File: src/pkg/ptb_pkg.sv
// Constants and types shared by the PWM timer files
`default_nettype none
package ptb_pkg;
    // ************************************************
    // Widths
    // ************************************************
    localparam int ADDR_W = 8;
    localparam int DATA_W = 32;
    localparam int CNT_W  = 16;
    localparam int NCH    = 5;

    // ************************************************
    // Register offsets
    // ************************************************
    localparam logic [7:0] OFS_CTRL    = 8'h00;
    localparam logic [7:0] OFS_SKIP    = 8'h04;
    localparam logic [7:0] OFS_PERIOD  = 8'h08;
    localparam logic [7:0] OFS_BUFFER  = 8'h0c;
    localparam logic [7:0] OFS_TEMP    = 8'h10;
    localparam logic [7:0] OFS_GENERAL = 8'h14;
    localparam logic [7:0] OFS_C5IOC   = 8'h18;
    localparam logic [7:0] OFS_C5U     = 8'h1c;
    localparam logic [7:0] OFS_C5V     = 8'h20;
    localparam logic [7:0] OFS_C5W     = 8'h24;
    localparam logic [7:0] OFS_CASC    = 8'h28;
    localparam logic [7:0] OFS_STATUS  = 8'h2c;
    localparam logic [7:0] OFS_CMP0    = 8'h30;
    localparam logic [7:0] OFS_CNT0    = 8'h50;

    // ************************************************
    // Field positions
    // ************************************************
    localparam int CTRL_RUN     = 0;
    localparam int CTRL_CASCADE = 1;
    localparam int CTRL_CPWM    = 2;
    localparam int CTRL_XLOWER  = 4;
    localparam int CTRL_XUPPER  = 5;
    localparam int CTRL_FBSEL   = 6;
    localparam int CTRL_BLDC    = 7;
    localparam int CTRL_CAPEN   = 8;
    localparam int SKIP_EN3A    = 0;
    localparam int SKIP_EN4V    = 1;
    localparam int SKIP_CNT     = 4;
    localparam int C5_U_POS     = 0;
    localparam int C5_V_POS     = 8;
    localparam int C5_W_POS     = 16;

    // ************************************************
    // Reset values and codes
    // ************************************************
    localparam logic [31:0] CTRL_RST   = 32'h0000_0000;
    localparam logic [31:0] SKIP_RST   = 32'h0000_0000;
    localparam logic [15:0] PERIOD_RST = 16'hffff;
    localparam logic [15:0] CMP_RST    = 16'hffff;
    localparam logic [1:0]  XFER_NORMAL   = 2'h0;
    localparam logic [1:0]  XFER_SUPPRESS = 2'h1;
    localparam logic [1:0]  XFER_LINKED   = 2'h2;
    localparam logic [1:0]  IOC_CAP_SEL   = 2'h3;

    typedef logic [CNT_W-1:0] ptb_cnt_type;
endpackage
`default_nettype wire

File: src/pkg/ptb_carrier_if.sv
// Carrier crest and trough events passed to the capture units
`default_nettype none
interface ptb_carrier_if;
    logic crest;
    logic trough;
    modport src (output crest, output trough);
    modport snk (input crest, input trough);
endinterface
`default_nettype wire

File: src/hdl/ptb_pw_capture.sv
// Channel-5 pulse width counter with carrier-timed capture
`default_nettype none
module ptb_pw_capture (
    input  wire logic                 core_clk,
    input  wire logic                 rst_b,
    input  wire logic                 pinLevel,
    input  wire logic [4:0]           ioCtrl,
    ptb_carrier_if.snk                carrier,
    output logic [ptb_pkg::CNT_W-1:0] capValue
);
    import ptb_pkg::*;

    ptb_cnt_type widthCnt_q;
    ptb_cnt_type widthCnt_d;
    ptb_cnt_type capValue_q;
    ptb_cnt_type capValue_d;
    logic        capMode;
    logic        measHigh;
    logic        capNow;

    // ************************************************
    // Count while the pin is at the measured level
    // ************************************************
    always_comb begin
        capMode  = (ioCtrl[4:3] == IOC_CAP_SEL) && (ioCtrl[1:0] != 2'h0);
        measHigh = ioCtrl[2];
        capNow   = capMode && ((ioCtrl[0] && carrier.trough) || (ioCtrl[1] && carrier.crest)); // [RULE2] [RULE3]
        widthCnt_d = widthCnt_q;
        capValue_d = capValue_q;
        if (capMode && (pinLevel == measHigh)) begin // [RULE2] [RULE3]
            widthCnt_d = widthCnt_q + 16'h0001;
        end
        if (capNow) begin
            capValue_d = widthCnt_q;
        end
    end

    always_ff @(posedge core_clk or negedge rst_b) begin
        if (!rst_b) begin
            widthCnt_q <= 16'h0000;
            capValue_q <= 16'h0000;
        end else begin
            widthCnt_q <= widthCnt_d;
            capValue_q <= capValue_d;
        end
    end

    assign capValue = capValue_q;
endmodule
`default_nettype wire

File: src/hdl/ptb_timer.sv
// Complementary PWM timer with buffer transfer control and captures
// Function
// [RULE1] DMA only on compare or capture; none for ch5
// [RULE2] Ch5 low-width codes capture trough, crest, both
// [RULE3] Ch5 high-width codes capture trough, crest, both
// [RULE4] Control 0/1 suppresses buffer-to-temporary transfer
// [RULE5] Control 1/0 transfers only inside enabled period
// [RULE6] Enabled period from ch3A and ch4V skip enables
// [RULE7] Transfer timing depends on buffer write age
// [RULE8] Cascade capture latches both counters at once
// [RULE9] Software keeps feedback select set with brushless
// [RULE10] Control 1/1 behaves as normal transfer
//
// Decided for this implementation: the register addresses and the strobed register port.
`default_nettype none
module ptb_timer (
    input  wire logic                  core_clk,
    input  wire logic                  rst_b,
    input  wire logic [ptb_pkg::ADDR_W-1:0] regAddr,
    input  wire logic [ptb_pkg::DATA_W-1:0] regWdata,
    input  wire logic                  regWr,
    input  wire logic                  regRd,
    output logic [ptb_pkg::DATA_W-1:0] regRdata,
    input  wire logic [ptb_pkg::NCH-1:0] capPin,
    input  wire logic                  ch5UCapturePin,
    input  wire logic                  ch5VCapturePin,
    input  wire logic                  ch5WCapturePin,
    output logic [ptb_pkg::NCH-1:0]    dmaReq,
    output logic                       pwmOut,
    output logic                       pwmOutN
);
    import ptb_pkg::*;

    // ************************************************
    // State
    // ************************************************
    logic [7:0]  syncA_q, syncB_q, prevPin_q;
    logic [31:0] ctrl_q, ctrl_d, skip_q, skip_d, c5Ioc_q, c5Ioc_d, casc_q, casc_d;
    ptb_cnt_type period_q, period_d, buffer_q, buffer_d, temp_q, temp_d, general_q, general_d;
    ptb_cnt_type cnt_q [NCH];
    ptb_cnt_type cnt_d [NCH];
    ptb_cnt_type cmp_q [NCH];
    ptb_cnt_type cmp_d [NCH];
    logic        up_q, up_d, pwm_q, pwm_d, pwmN_q, pwmN_d, holdLate_q, holdLate_d, enPrev_q;
    logic [2:0]  skip3a_q, skip3a_d, skip4v_q, skip4v_d;
    logic [16:0] age_q, age_d;
    logic [NCH-1:0] dma_q, dma_d, match, capEv;
    logic [31:0] rdata_q, rdata_d;
    logic [15:0] capU, capV, capW;
    logic        crest, trough, irq3a, enPeriod, xferOk;
    logic [1:0]  xferCtrl;

    ptb_carrier_if carrierBus ();

    function automatic logic [31:0] pad16(input ptb_cnt_type v);
        pad16 = {16'h0000, v};
    endfunction

    function automatic logic isChanOfs(input logic [7:0] a, input logic [7:0] base, output logic [2:0] idx);
        logic [7:0] off;
        off = a - base;
        idx = off[4:2];
        isChanOfs = (a >= base) && (off[7:5] == 3'h0) && (off[1:0] == 2'h0) && (off[4:2] < 3'h5);
    endfunction

    // ************************************************
    // Pin synchroniser
    // ************************************************
    always_ff @(posedge core_clk or negedge rst_b) begin
        if (!rst_b) begin
            syncA_q   <= 8'h00;
            syncB_q   <= 8'h00;
            prevPin_q <= 8'h00;
        end else begin
            syncA_q   <= {ch5WCapturePin, ch5VCapturePin, ch5UCapturePin, capPin};
            syncB_q   <= syncA_q;
            prevPin_q <= syncB_q;
        end
    end

    // ************************************************
    // Carrier, transfer and register next state
    // ************************************************
    always_comb begin
        logic [2:0] ci;
        logic       hitCmp;
        logic       hitCnt;
        logic       early;
        ci     = 3'h0;
        hitCmp = 1'b0;
        hitCnt = 1'b0;
        early  = 1'b0;
        ctrl_d     = ctrl_q;
        skip_d     = skip_q;
        c5Ioc_d    = c5Ioc_q;
        casc_d     = casc_q;
        period_d   = period_q;
        buffer_d   = buffer_q;
        temp_d     = temp_q;
        general_d  = general_q;
        up_d       = up_q;
        pwm_d      = pwm_q;
        holdLate_d = holdLate_q;
        skip3a_d   = skip3a_q;
        skip4v_d   = skip4v_q;
        age_d      = age_q;
        cnt_d      = cnt_q;
        cmp_d      = cmp_q;
        rdata_d    = 32'h0000_0000;
        xferCtrl = {ctrl_q[CTRL_XUPPER], ctrl_q[CTRL_XLOWER]};
        // Carrier events on channel 3
        crest  = ctrl_q[CTRL_RUN] && ctrl_q[CTRL_CPWM] && up_q && (cnt_q[3] == period_q);
        trough = ctrl_q[CTRL_RUN] && ctrl_q[CTRL_CPWM] && !up_q && (cnt_q[3] == 16'h0000);
        for (int i = 0; i < NCH; i++) begin
            match[i] = ctrl_q[CTRL_RUN] && (cnt_q[i] == cmp_q[i]) && !ctrl_q[CTRL_CAPEN + i];
            capEv[i] = ctrl_q[CTRL_CAPEN + i] && syncB_q[i] && !prevPin_q[i];
        end
        irq3a = match[3];
        dma_d = match | capEv; // [RULE1]
        // Counters
        if (ctrl_q[CTRL_RUN]) begin
            for (int i = 0; i < NCH; i++) begin
                if (i != 3 && !(i == 2 && ctrl_q[CTRL_CASCADE])) begin
                    cnt_d[i] = cnt_q[i] + 16'h0001;
                end
            end
            if (ctrl_q[CTRL_CASCADE] && (cnt_q[1] == 16'hffff)) begin
                cnt_d[2] = cnt_q[2] + 16'h0001;
            end
            if (!ctrl_q[CTRL_CPWM]) begin
                cnt_d[3] = (cnt_q[3] == period_q) ? 16'h0000 : cnt_q[3] + 16'h0001;
            end else if (period_q != 16'h0000) begin
                if (crest) begin
                    up_d = 1'b0;
                end else if (trough) begin
                    up_d = 1'b1;
                end
                cnt_d[3] = (crest || (!up_q && !trough)) ? cnt_q[3] - 16'h0001 : cnt_q[3] + 16'h0001;
            end
        end
        for (int i = 0; i < NCH; i++) begin
            if (capEv[i]) begin
                cmp_d[i] = cnt_q[i];
            end
        end
        if (ctrl_q[CTRL_CASCADE] && capEv[1]) begin
            casc_d = {cnt_q[2], cnt_q[1]}; // [RULE8]
        end
        pwm_d = ctrl_q[CTRL_CPWM] && (cnt_q[3] < general_q);
        // Interrupt skipping counters
        if (irq3a) begin
            skip3a_d = (skip3a_q >= skip_q[SKIP_CNT +: 3]) ? 3'h0 : skip3a_q + 3'h1;
        end
        if (trough) begin
            skip4v_d = (skip4v_q >= skip_q[SKIP_CNT +: 3]) ? 3'h0 : skip4v_q + 3'h1;
        end
        enPeriod = (skip_q[SKIP_EN3A] && (skip3a_q == skip_q[SKIP_CNT +: 3]))
                 || (skip_q[SKIP_EN4V] && (skip4v_q == skip_q[SKIP_CNT +: 3])); // [RULE6]
        // Age of the carrier cycle since the ch3 compare A event
        if (irq3a) begin
            age_d = 17'h00000;
        end else if (age_q != 17'h1ffff) begin
            age_d = age_q + 17'h00001;
        end
        early = age_q < {period_q, 1'b0};
        if (enPrev_q && !enPeriod) begin
            holdLate_d = 1'b0;
        end
        unique case (xferCtrl)
            XFER_SUPPRESS: xferOk = 1'b0;                       // [RULE4]
            XFER_LINKED:   xferOk = enPeriod && !holdLate_q;    // [RULE5] [RULE7]
            default:       xferOk = 1'b1;                       // [RULE10]
        endcase
        if (crest && xferOk) begin
            temp_d = buffer_q;
        end
        if (trough) begin
            general_d = temp_q;
        end
        // Register writes
        if (regWr) begin
            unique case (regAddr)
                OFS_CTRL:   ctrl_d   = regWdata;
                OFS_SKIP:   skip_d   = regWdata;
                OFS_PERIOD: period_d = regWdata[15:0];
                OFS_C5IOC:  c5Ioc_d  = regWdata;
                OFS_BUFFER: begin
                    buffer_d = regWdata[15:0];
                    if (xferCtrl == XFER_LINKED && !early && enPeriod) begin
                        holdLate_d = 1'b1; // [RULE7]
                    end
                end
                default: begin
                    if (isChanOfs(regAddr, OFS_CMP0, ci)) begin
                        cmp_d[ci] = regWdata[15:0];
                    end
                end
            endcase
        end
        pwmN_d = ctrl_d[CTRL_CPWM] && !pwm_d;
        // Register reads
        if (regRd) begin
            unique case (regAddr)
                OFS_CTRL:    rdata_d = ctrl_q;
                OFS_SKIP:    rdata_d = skip_q;
                OFS_PERIOD:  rdata_d = pad16(period_q);
                OFS_BUFFER:  rdata_d = pad16(buffer_q);
                OFS_TEMP:    rdata_d = pad16(temp_q);
                OFS_GENERAL: rdata_d = pad16(general_q);
                OFS_C5IOC:   rdata_d = c5Ioc_q;
                OFS_C5U:     rdata_d = pad16(capU);
                OFS_C5V:     rdata_d = pad16(capV);
                OFS_C5W:     rdata_d = pad16(capW);
                OFS_CASC:    rdata_d = casc_q;
                OFS_STATUS:  rdata_d = {24'h000000, skip4v_q, skip3a_q, enPeriod, up_q};
                default: begin
                    hitCmp = isChanOfs(regAddr, OFS_CMP0, ci);
                    if (hitCmp) begin
                        rdata_d = pad16(cmp_q[ci]);
                    end
                    hitCnt = isChanOfs(regAddr, OFS_CNT0, ci);
                    if (hitCnt) begin
                        rdata_d = pad16(cnt_q[ci]);
                    end
                end
            endcase
        end
    end

    always_ff @(posedge core_clk or negedge rst_b) begin
        if (!rst_b) begin
            ctrl_q     <= CTRL_RST;
            skip_q     <= SKIP_RST;
            c5Ioc_q    <= 32'h0000_0000;
            casc_q     <= 32'h0000_0000;
            period_q   <= PERIOD_RST;
            buffer_q   <= 16'h0000;
            temp_q     <= 16'h0000;
            general_q  <= 16'h0000;
            up_q       <= 1'b1;
            pwm_q      <= 1'b0;
            pwmN_q     <= 1'b0;
            holdLate_q <= 1'b0;
            enPrev_q   <= 1'b0;
            skip3a_q   <= 3'h0;
            skip4v_q   <= 3'h0;
            age_q      <= 17'h1ffff;
            dma_q      <= 5'h00;
            rdata_q    <= 32'h0000_0000;
            for (int i = 0; i < NCH; i++) begin
                cnt_q[i] <= 16'h0000;
                cmp_q[i] <= CMP_RST;
            end
        end else begin
            ctrl_q     <= ctrl_d;
            skip_q     <= skip_d;
            c5Ioc_q    <= c5Ioc_d;
            casc_q     <= casc_d;
            period_q   <= period_d;
            buffer_q   <= buffer_d;
            temp_q     <= temp_d;
            general_q  <= general_d;
            up_q       <= up_d;
            pwm_q      <= pwm_d;
            pwmN_q     <= pwmN_d;
            holdLate_q <= holdLate_d;
            enPrev_q   <= enPeriod;
            skip3a_q   <= skip3a_d;
            skip4v_q   <= skip4v_d;
            age_q      <= age_d;
            dma_q      <= dma_d;
            rdata_q    <= rdata_d;
            cnt_q <= cnt_d;
            cmp_q <= cmp_d;
        end
    end

    // ************************************************
    // Channel-5 capture units
    // ************************************************
    assign carrierBus.crest  = crest;
    assign carrierBus.trough = trough;

    ptb_pw_capture capUnitU (.core_clk(core_clk), .rst_b(rst_b), .pinLevel(syncB_q[5]),
        .ioCtrl(c5Ioc_q[C5_U_POS +: 5]), .carrier(carrierBus), .capValue(capU));
    ptb_pw_capture capUnitV (.core_clk(core_clk), .rst_b(rst_b), .pinLevel(syncB_q[6]),
        .ioCtrl(c5Ioc_q[C5_V_POS +: 5]), .carrier(carrierBus), .capValue(capV));
    ptb_pw_capture capUnitW (.core_clk(core_clk), .rst_b(rst_b), .pinLevel(syncB_q[7]),
        .ioCtrl(c5Ioc_q[C5_W_POS +: 5]), .carrier(carrierBus), .capValue(capW));

    assign regRdata = rdata_q;
    assign dmaReq   = dma_q; // [RULE1]
    assign pwmOut   = pwm_q;
    assign pwmOutN  = pwmN_q;
endmodule
`default_nettype wire

File: config.mk
export PLATFORM = sky130hd
export DESIGN_NAME = ptb_timer
export DESIGN_NICKNAME = d
export VERILOG_FILES = /design/src/pkg/ptb_pkg.sv /design/src/pkg/ptb_carrier_if.sv /design/src/hdl/ptb_pw_capture.sv /design/src/hdl/ptb_timer.sv
export SDC_FILE = /design/constraint.sdc
export NUM_CORES = 1
export LEC_CHECK = 0
export BUFFER_PORTS_ARGS = -buffer_cell sky130_fd_sc_hd__buf_2
export CORE_ASPECT_RATIO = 0.75
export CORE_MARGIN = 2
export CORE_UTILIZATION = 43
export DETAILED_ROUTE_END_ITERATION = 16
export SYNTH_ARGS = -nofsm -noshare
export SYNTH_HDL_FRONTEND = slang
export SYNTH_SLANG_ARGS = --single-unit
File: constraint.sdc
create_clock -name core_clk -period 3.2 [get_ports core_clk]
set_clock_uncertainty 0.2 [all_clocks]
set_input_delay 0 -clock core_clk [delete_from_list [all_inputs] [get_ports core_clk]]
set_output_delay 0 -clock core_clk [all_outputs]
set_load 0.01 [all_outputs]
==> impl_summary.txt, run 1 <==
----------------------------------------------------
[STA]
  Setup-violating endpoint count in the final report ... 0
  Setup WS post-layout ... ~0.25 ns
  Final period demand of the worst path ... 2.949 ns
  Unrepaired setup endpoints after global routing ... false
  Slew Limit Fails ... 0
  Timing-limited maximum frequency ... between 300 and 400 MHz
  Worst-case headroom to the max-slew limit ... between 20% and 30%
  Portion of the clock cycle consumed by the worst path in the final layout ... just over 90%
  Final TNS setup ... 0 ns
  Number of hold violations in the final report ... 0
  Slew at the pin closest to its max-slew limit ... 1.071 ns

[Worst setup path]
  Crit path buffers/inverters ... 1
  Register-to-register setup slack ... 0.25 ns
  Worst Setup Start Kind ... flip-flop
  Origin of the critical flop-to-flop path ... cnt_q[21]
  Worst R2R Path Depth ... 9
  Worst setup startpoint ... cnt_q[21]
  Most used cell along the critical path ... sky130_fd_sc_hd__a21o_1
  Required arrival time at the worst endpoint ... 3.54 ns
  Kind of cell adding the most delay to the critical path ... compound AO/OA/AOI/OAI gates
  Maximum net fanout on the critical path ... 9
  Master of the slowest instance on the critical path ... sky130_fd_sc_hd__o211ai_1
  Arrival time of data at the critical path endpoint ... between 3 and 4 ns
  Longest individual stage delay on the worst path ... roughly 0.50 ns
  End of the worst register-to-register path ... pwmOutN
  CP Class ... reg2reg
  Depth of the critical timing path with buffers and inverters included ... 9
  Nature of the critical path endpoint ... flip-flop
  Critical path cell sequence ... buf_4 -> ha_1 -> a21o_1 -> a21o_1 -> a21o_1 -> a41o_1 -> nand4_1 -> o211ai_1 -> and3_1
  Destination of the critical timing path ... pwmOutN

[Synth]
  Main synth FF type ... sky130_fd_sc_hd__dfrtp_1
  Mapped Area ... ~0.027 mm^2
  Total of warnings raised by yosys ... 0
  Cell taking the most area after synthesis ... sky130_fd_sc_hd__dfrtp_1
  Synth Register Bits ... roughly 530
  Post-Syn Nets ... approximately 2.5k
  Portion of synthesized cell area occupied by the leading cell type ... roughly two fifths
  Average cell area after synthesis ... about 11 um^2
  Number of flops mapped to enable cells by yosys ... 0
  FFs w/ async S/R, synth ... 100.0%
  Synthesized instance count ... roughly 2.4k
  Sequential cell area fraction in the yosys report ... between 50 and 60%
  Distinct cells, synth ... 84
  Synth top area cells ... sky130_fd_sc_hd__dfrtp_1 39%, sky130_fd_sc_hd__dfstp_2 11%, sky130_fd_sc_hd__mux2_2 8.0%, sky130_fd_sc_hd__xor2_1 3.6%, sky130_fd_sc_hd__xnor2_1 3.6%

[Clocking]
  Later-pin clock latency in the skew report ... between 0.6 and 0.7 ns
  CTS tree ... built
  CTS H-tree lvls ... 2
  Number of buffers created by CTS ... 55
  CTS Root Buffer Type ... sky130_fd_sc_hd__clkbuf_16
  Worst-path clk slew ... about 0.070 ns
  Clk buf depth ... 3
  Quantity of gates resized following cts ... 0
  Setup fix buffers added after clock tree synthesis ... 0
  # clock sinks ... around 530

[Placed design]
  Post-placement cell count ... ~3.2k
  HPWL after detailed placement ... just under 70,000 um
  Port Buffers ... 90
  Global placer's final weighted congestion ... ~0.99
  Place WS ... 0.1917 ns

[Floorplan]
  DIE AREA ... approximately 0.065 mm^2
  Floorplan row count ... 79
  Die Ht ... 220.6 um
  Area inside the core boundary ... between 0.06 and 0.07 mm^2
  Starting density of the core ... 43.41%
  I/O pin count ... between 90 and 100
  Horiz. Die Dim ... just under 300 um

[Global route]
  Number of global-route vias before repair ... about 20k
  Total overflow reported by the global router ... 0
  Wire length of the first global-routing pass ... between 100,000 and 150,000 um
  GRT Total Usage ... ~30%
  Number of antenna violations at the first check in global routing ... 9
  Largest net degree at the start of global routing ... 85

[Drt]
  Post-detailed-route via-to-cell ratio ... ~6
  Number of vias after detailed routing ... around 20k
  1st-pass router iterations ... 6
  Final routed wirelength across all metal layers ... between 90,000 and 100,000 um
  Number of remaining DRC errors ... 0
  Post-detailed-route count of antenna-violating nets ... 0
  Number of DRC markers in iteration 0 ... between 2k and 2.5k
  Routed length per placed instance ... roughly 28 um

[Layout]
  NumNets Final ... around 2.7k
  Non-filler cells in the finished layout ... around 3.4k
  Layout cell share with drive strength beyond 1 ... about a quarter
  Relative area change from synthesis to final layout ... 16.49%

[Power]
  Static leakage ... around 14 nW
  VDD IR-drop max ... slightly below 0.4 mV
  Final Power ... ~17 mW
  Areal power density over the cells ... between 500 and 600 mW/mm^2

[Worst hold path]
  Path category of the worst min-delay check ... in2reg

[Status]
  Status ... complete, no violations

[Job]
  Number of violations of the max-capacitance limit ... 0

----------------------------------------------------
## worst min-delay path, stage by stage
cell and delay, ns:
sky130_fd_sc_hd__buf_2 0.15, sky130_fd_sc_hd__nor2_1 0.07, sky130_fd_sc_hd__nand2_1 0.10, sky130_fd_sc_hd__buf_4 0.15, sky130_fd_sc_hd__nor3_4 0.06, sky130_fd_sc_hd__buf_12 0.18
sky130_fd_sc_hd__nand2_1 0.09, sky130_fd_sc_hd__a21oi_1 0.06
## report_power, final
part	switching [mW]	total [mW]	leakage [nW]	internal, mW
Combinational	1.24	2.23	6.56	0.986
Clock	2.87	6.84	0.933	3.97
Sequential	0.764	8.24	6.97	7.48
## worst min-delay path by stage
| stage | cells past startpoint | startpoint | end |
|---|---|---|---|
| 2_1_floorplan | 0 | rst_b | buffer_q[0] |
| 3_3_place_gp | 1 | rst_b | regRdata[22] |
| 3_5_place_dp | 1 | rst_b | regRdata[22] |
| 4_1_cts | 8 | regAddr[0] | regRdata[21] |
| 5_1_grt | 7 | regAddr[4] | cmp_q[4] |
| 6_report | 8 | regAddr[0] | regRdata[21] |
## sequential cells by signal, summed over array words and instances, names as in the netlist, 17 cells and up
name	cells
age_q	17
c5Ioc_q	32
casc_q	32
cmp_q	80
cnt_q	80
ctrl_q	32
regRdata	32
skip_q	32
## placed cells by master, fill, tap and decap left out, drive strengths merged, types with 28 or more instances in the layout
cell type    count
nand3           61
xnor2          111
dlygate4sd3     69
buf            212
clkbuf          73
dfstp          114
nor3            30
nand4           36
nand2          219
inv             56
mux4            31
a21oi           89
mux2           232
a31oi           28
o21ai           83
nor2           142
ha              54
xor2           112
dfrtp          420
mux2i           66
a22oi           32
a222oi          34
and3            34
## synthesized netlist by cell type (all sizes together) (10+ instances only)
master	instances
inv	55
buf	51
and3	34
nand2b	12
xor2	112
o22ai	19
nor3	30
clkbuf	113
nor2b	10
mux4	31
nor2	142
ha	54
a22oi	32
a31oi	28
mux2	232
nor3b	13
a22o	23
mux2i	66
dfrtp	420
nand2	219
o21ai	83
dfstp	114
nor4	24
xnor2	111
a222oi	34
a221oi	24
nand3	61
a21o	15
nand4	36
a21oi	89
## stage by stage
step / utilization, % / hold WS [ns] / area [um^2]
2_1_floorplan: - / -0.4956 / 26910
3_3_place_gp: 46.31 / -0.1759 / 28700
3_5_place_dp: 46.31 / -0.1710 / 28700
4_1_cts: 50.57 / 0.01665 / 31340
5_1_grt: 50.57 / 0.09697 / 31340
6_report: 50.57 / 0.08194 / 31340
## cell families after synthesis
family / Yosys count / synth area share [%]
AND/OR/NAND/NOR: 626 / 11.55
flip-flops: 534 / 50.20
AO/OA/AOI/OAI: 390 / 10.06
multiplexers: 329 / 14.91
XOR/XNOR: 223 / 7.259
buffers and inverters: 221 / 3.511
adder cells (fa/ha/maj): 54 / 2.511
## timing repair
item | in CTS | in global routing
endpoints found under the setup margin | 0 | 0
hold buffers | 70 | 0
hold endpoints to repair | 652 | 0
## cell type report
| class | instances | area (um^2) |
|---|---|---|
| fillers | 5509 | 30630 |
| flip-flops and latches | 534 | 13510 |
| multi-input cells | 1622 | 12490 |
| repair buffers | 281 | 2200 |
| clock buffers | 73 | 1544 |
| well taps | 810 | 1013 |
| clock inverters | 29 | 375.4 |
| inverters | 57 | 214.0 |
| diodes | 1 | 2.502 |
## routing by layer
layer	GRT usage [%]	vias up	share of wire, %
met1	43.39	10530	45
met4	7.573	6	2.3
met2	42.22	991	41
met5	0	-	0.043
met3	8.598	142	11
li1	-	8888	-
No activity file was read; power rests on OpenSTA's default activity.
==> run 2: changes to the inputs <==
- BUFFER_PORTS_ARGS: -buffer_cell sky130_fd_sc_hd__buf_2 -> default
- DONT_BUFFER_PORTS: default -> 1
- SYNTH_HIERARCHICAL: default -> 1
==> run 2 against run 1 <==
  * Setup slack worse by 0.20 ns
  * Die area rose by 1.1%
  * Register-to-register slack got worse by 0.09 ns
  * Critical path depth up 2
  * Largest power group unchanged
  * Final cell count increased by 0.23%
  * Hold slack worse by 1.2 ns
  * Synthesized cell count increased by 2.4%
  * Fmax is 6.4% lower
  * Clock power rose by 1%
  * The run now ends with negative hold slack, max-slew violations left
  * Synthesized area increased by 1.1%
==> impl_summary.txt, run 2 <==
----------------------------------------------------
[Layout]
  Relative area change from synthesis to final layout ... 16.14% (was 16.49%)
  Utilization after layout ... 50.75% (was 50.57%)
  Non-filler cells in the finished layout ... 3,415 (was 3,407)
  Most frequent standard cell in the layout excluding fill and tap cells ... sky130_fd_sc_hd__dfrtp_1 (unchanged)
  Top flop regs ... cmp_q: 80 flops, cnt_q: 80 flops (unchanged)
  NumNets Final ... 2,659 (was 2,657)
  Layout cell share with drive strength beyond 1 ... 24.00% (was 26.46%)
  Highest-count cells in the layout ignoring fill and taps ... 420 x sky130_fd_sc_hd__dfrtp_1, 232 x sky130_fd_sc_hd__mux2_2, 212 x sky130_fd_sc_hd__nand2_1 (was 420 x sky130_fd_sc_hd__dfrtp_1, 217 x sky130_fd_sc_hd__nand2_1, 192 x sky130_fd_sc_hd__mux2_2)

[Synth]
  Sequential cell area fraction in the yosys report ... 49.63% (was 50.20%)
  FFs w/ async S/R, synth ... 100.0% (unchanged)
  Synth top area cells ... sky130_fd_sc_hd__dfrtp_1 39%, sky130_fd_sc_hd__dfstp_2 11%, sky130_fd_sc_hd__mux2_2 9.6%, sky130_fd_sc_hd__xnor2_1 3.7%, sky130_fd_sc_hd__mux2i_1 3.2% (was sky130_fd_sc_hd__dfrtp_1 39%, sky130_fd_sc_hd__dfstp_2 11%, sky130_fd_sc_hd__mux2_2 8.0%, sky130_fd_sc_hd__xor2_1 3.6%, sky130_fd_sc_hd__xnor2_1 3.6%)
  Synth Register Bits ... 534 (unchanged)
  Number of flops mapped to enable cells by yosys ... 0 (unchanged)
  Synthesized instance count ... 2,434 (was 2,377)
  Mapped Area ... 0.02721 mm^2 (was 0.02691 mm^2)
  Count leader, synth ... sky130_fd_sc_hd__dfrtp_1 (unchanged)
  Main synth FF type ... sky130_fd_sc_hd__dfrtp_1 (unchanged)
  Cell taking the most area after synthesis ... sky130_fd_sc_hd__dfrtp_1 (unchanged)
  Most instantiated cells after synthesis ... 420 x sky130_fd_sc_hd__dfrtp_1, 232 x sky130_fd_sc_hd__mux2_2, 213 x sky130_fd_sc_hd__nand2_1 (was 420 x sky130_fd_sc_hd__dfrtp_1, 218 x sky130_fd_sc_hd__nand2_1, 192 x sky130_fd_sc_hd__mux2_2)
  Post-Syn Nets ... 2,540 (was 2,483)
  Portion of synthesized cell area occupied by the leading cell type ... 38.62% (was 39.06%)
  Distinct cells, synth ... 82 (was 84)
  Total of warnings raised by yosys ... 6 (was 0)
  Average cell area after synthesis ... 11.18 um^2 (was 11.32 um^2)

[STA]
  Worst hold margin ... -1.095 ns (was 0.08194 ns)
  Slew Limit Fails ... 154 (was 0)
  Setup-violating endpoint count in the final report ... 0 (unchanged)
  Timing-limited maximum frequency ... 317.2 MHz (was 339.1 MHz)
  Slew at the pin closest to its max-slew limit ... 1.702 ns (was 1.071 ns)
  Final TNS setup ... 0 ns (unchanged)
  Number of hold violations in the final report ... 534 (was 0)
  Portion of the clock cycle consumed by the worst path in the final layout ... 98.51% (was 92.16%)
  Worst-case headroom to the max-slew limit ... -13.44% (was 28.24%)
  Final period demand of the worst path ... 3.152 ns (was 2.949 ns)
  Unrepaired setup endpoints after global routing ... false (unchanged)

[Worst hold path]
  Path category of the worst min-delay check ... in2async (was in2reg)

[Power]
  Areal power density over the cells ... 541.7 mW/mm^2 (was 552.4 mW/mm^2)
  Final Power ... 17.12 mW (was 17.31 mW)
  Static leakage ... 14.13 nW (was 14.45 nW)
  VDD IR-drop max ... 0.4570 mV (was 0.3929 mV)

[Floorplan]
  Starting density of the core ... 43.70% (was 43.41%)
  Horiz. Die Dim ... 294.5 um (was 292.8 um)
  Area inside the core boundary ... 0.06227 mm^2 (was 0.06198 mm^2)
  Floorplan row count ... 79 (unchanged)
  I/O pin count ... 91 (unchanged)
  DIE AREA ... 0.06533 mm^2 (was 0.06461 mm^2)
  Die Ht ... 221.9 um (was 220.6 um)

[Global route]
  Most congested layer reported by global routing ... met1 (unchanged)
  Met1 track utilization from global routing ... 43.92% (was 43.39%)
  Number of global-route vias before repair ... 20.36k (was 19.79k)
  Total overflow reported by the global router ... 0 (unchanged)
  GRT Total Usage ... 29.83% (was 29.45%)
  Number of antenna violations at the first check in global routing ... 20 (was 9)
  Met2 track demand over resource ... 40.26% (was 42.22%)
  Wire length of the first global-routing pass ... 142,500 um (was 137,900 um)
  GR Util met3 ... 12.44% (was 8.598%)
  Largest net degree at the start of global routing ... 535 (was 85)

[Clocking]
  Worst-path clk slew ... 0.06 ns (was 0.07 ns)
  CTS Root Buffer Type ... sky130_fd_sc_hd__clkbuf_16 (unchanged)
  # clock sinks ... 534 (unchanged)
  CTS tree ... built (unchanged)
  CTS H-tree lvls ... 2 (unchanged)
  Number of buffers created by CTS ... 55 (unchanged)
  Later-pin clock latency in the skew report ... 0.64 ns (about the same)
  Clk buf depth ... 3 (unchanged)

[Drt]
  1st-pass router iterations ... 6 (unchanged)
  Number of DRC markers in iteration 0 ... 2,597 (was 2,360)
  Number of remaining DRC errors ... 0 (unchanged)
  Final routed wirelength across all metal layers ... 97,920 um (was 95,170 um)
  Post-detailed-route count of antenna-violating nets ... 0 (unchanged)
  Post-detailed-route via-to-cell ratio ... 6.113 (was 6.035)
  Routed length per placed instance ... 28.67 um (was 27.93 um)
  Number of vias after detailed routing ... 20.88k (was 20.56k)

[Placed design]
  HPWL after detailed placement ... 68,210 um (was 69,140 um)
  Global placer's final weighted congestion ... 0.9740 (was 0.9853)
  Post-placement cell count ... 3,182 (was 3,234)
  Port Buffers ... 0 (was 90)

[Status]
  Failing checks ... negative hold slack, max-slew violations
  Status ... finished, violations left (was complete, no violations)

[Worst setup path]
  Nature of the critical path endpoint ... flip-flop (unchanged)
  Register-to-register setup slack ... 0.16 ns (was 0.25 ns)
  Origin of the critical flop-to-flop path ... cnt_q[16] (was cnt_q[21])
  Worst Setup Start Kind ... primary input (was flip-flop)
  End of the worst register-to-register path ... cnt_q[18] (was pwmOutN)
  Maximum net fanout on the critical path ... 47 (was 9)
  Worst R2R Path Depth ... 10 (was 9)
  CP Class ... in2reg (was reg2reg)
  Required arrival time at the worst endpoint ... 3.47 ns (was 3.54 ns)
  Arrival time of data at the critical path endpoint ... 3.42 ns (was 3.29 ns)

[Job]
  Number of violations of the max-capacitance limit ... 0 (unchanged)

----------------------------------------------------
[run 2: cell types whose count changed after synthesis, sizes merged, moves of 15 or more]
cell    delta
a21oi     -20
a31oi     -15
o21ai     +59
a222oi    -24
mux2i     +22
a22oi     +66
a221oi    -17
nor2      -24
nand4     +15
[run 2: worst max-delay path: stages]
cell                            delay (ns)
sky130_fd_sc_hd__dlygate4sd3_1        0.71
sky130_fd_sc_hd__buf_12               0.24
sky130_fd_sc_hd__nand4bb_1            0.11
sky130_fd_sc_hd__dlygate4sd3_1        0.56
sky130_fd_sc_hd__buf_4                0.18
sky130_fd_sc_hd__nor2_1               0.10
sky130_fd_sc_hd__buf_4                0.19
sky130_fd_sc_hd__a222oi_1             0.21
sky130_fd_sc_hd__o21ai_0              0.13
sky130_fd_sc_hd__a2111oi_0            0.78
sky130_fd_sc_hd__a21oi_1              0.17
[run 2: kinds of logic after synthesis]
| logic type | share of synthesized area [%] |
|---|---|
| muxes | 15.40 |
| DFF | 49.63 |
| xor gates and xnor gates | 7.159 |
| and+or+nand+nor | 11.44 |
| buffers and inverters | 3.324 |
| AOI/OAI and AO/OA | 10.56 |
| adders and majority gates | 2.483 |
[run 2: layout make-up]
| cell class | count | area, um^2 |
|---|---|---|
| clock inverters | 23 | 366.6 |
| repair buffers | 227 | 2088 |
| flip-flops and latches | 534 | 13510 |
| diodes | 5 | 12.51 |
| multi-input cells | 1677 | 12840 |
| fillers | 5509 | 30670 |
| well taps | 810 | 1013 |
| clock buffers | 81 | 1554 |
| inverters | 58 | 221.5 |
[run 2: repair_timing]
action                                 4_1_cts  5_1_grt
hold buffers                               119        1
endpoints found under the hold margin      784      535
setup endpoints to repair                    0       72
gates resized for setup                      0        7
setup buffers                                0        4
[run 2: per-stage QoR]
step	hold WS [ns]	worst slack [ns]	cell area, um^2
finish	-1.095	0.04774	31600
global route	-1.123	0.01124	31590
CTS	-1.138	0.03625	31510
detailed placement	-0.4580	0.06890	28370
global placement	-0.4706	0.1191	28370
floorplan	-0.4956	0.09468	27210
[run 2: metal layers]
metal / up-vias / part of all wire (%) / wire length [um]
met2: 1052 / 40 / 39200
met1: 10670 / 44 / 43000
li1: 8978 / - / -
met3: 166 / 14 / 13310
met4: 14 / 2.4 / 2309
met5: - / 0.11 / 103
[run 2: how the worst max path moves through the flow]
| stage | from | to | slack [ns] | cells after the start |
|---|---|---|---|---|
| 3_3_place_gp | cnt_q[17] | cnt_q[18] | 0.12 | 10 |
| 3_5_place_dp | cnt_q[17] | cnt_q[18] | 0.07 | 10 |
| 2_1_floorplan | cnt_q[16] | capUnitU/capValue[10] | 0.09 | 13 |
| 5_1_grt | cnt_q[17] | cnt_q[18] | 0.01 | 10 |
| 6_report | regAddr[3] | regRdata[0] | 0.05 | 11 |
| 4_1_cts | cnt_q[17] | cnt_q[18] | 0.04 | 10 |
[run 2: power by group]
part	internal [mW]	switching [mW]	leakage [nW]
combinational	0.971	1.09	6.22
clock	4.04	2.91	0.934
sequential	7.49	0.627	6.97
total	12.5	4.62	14.1
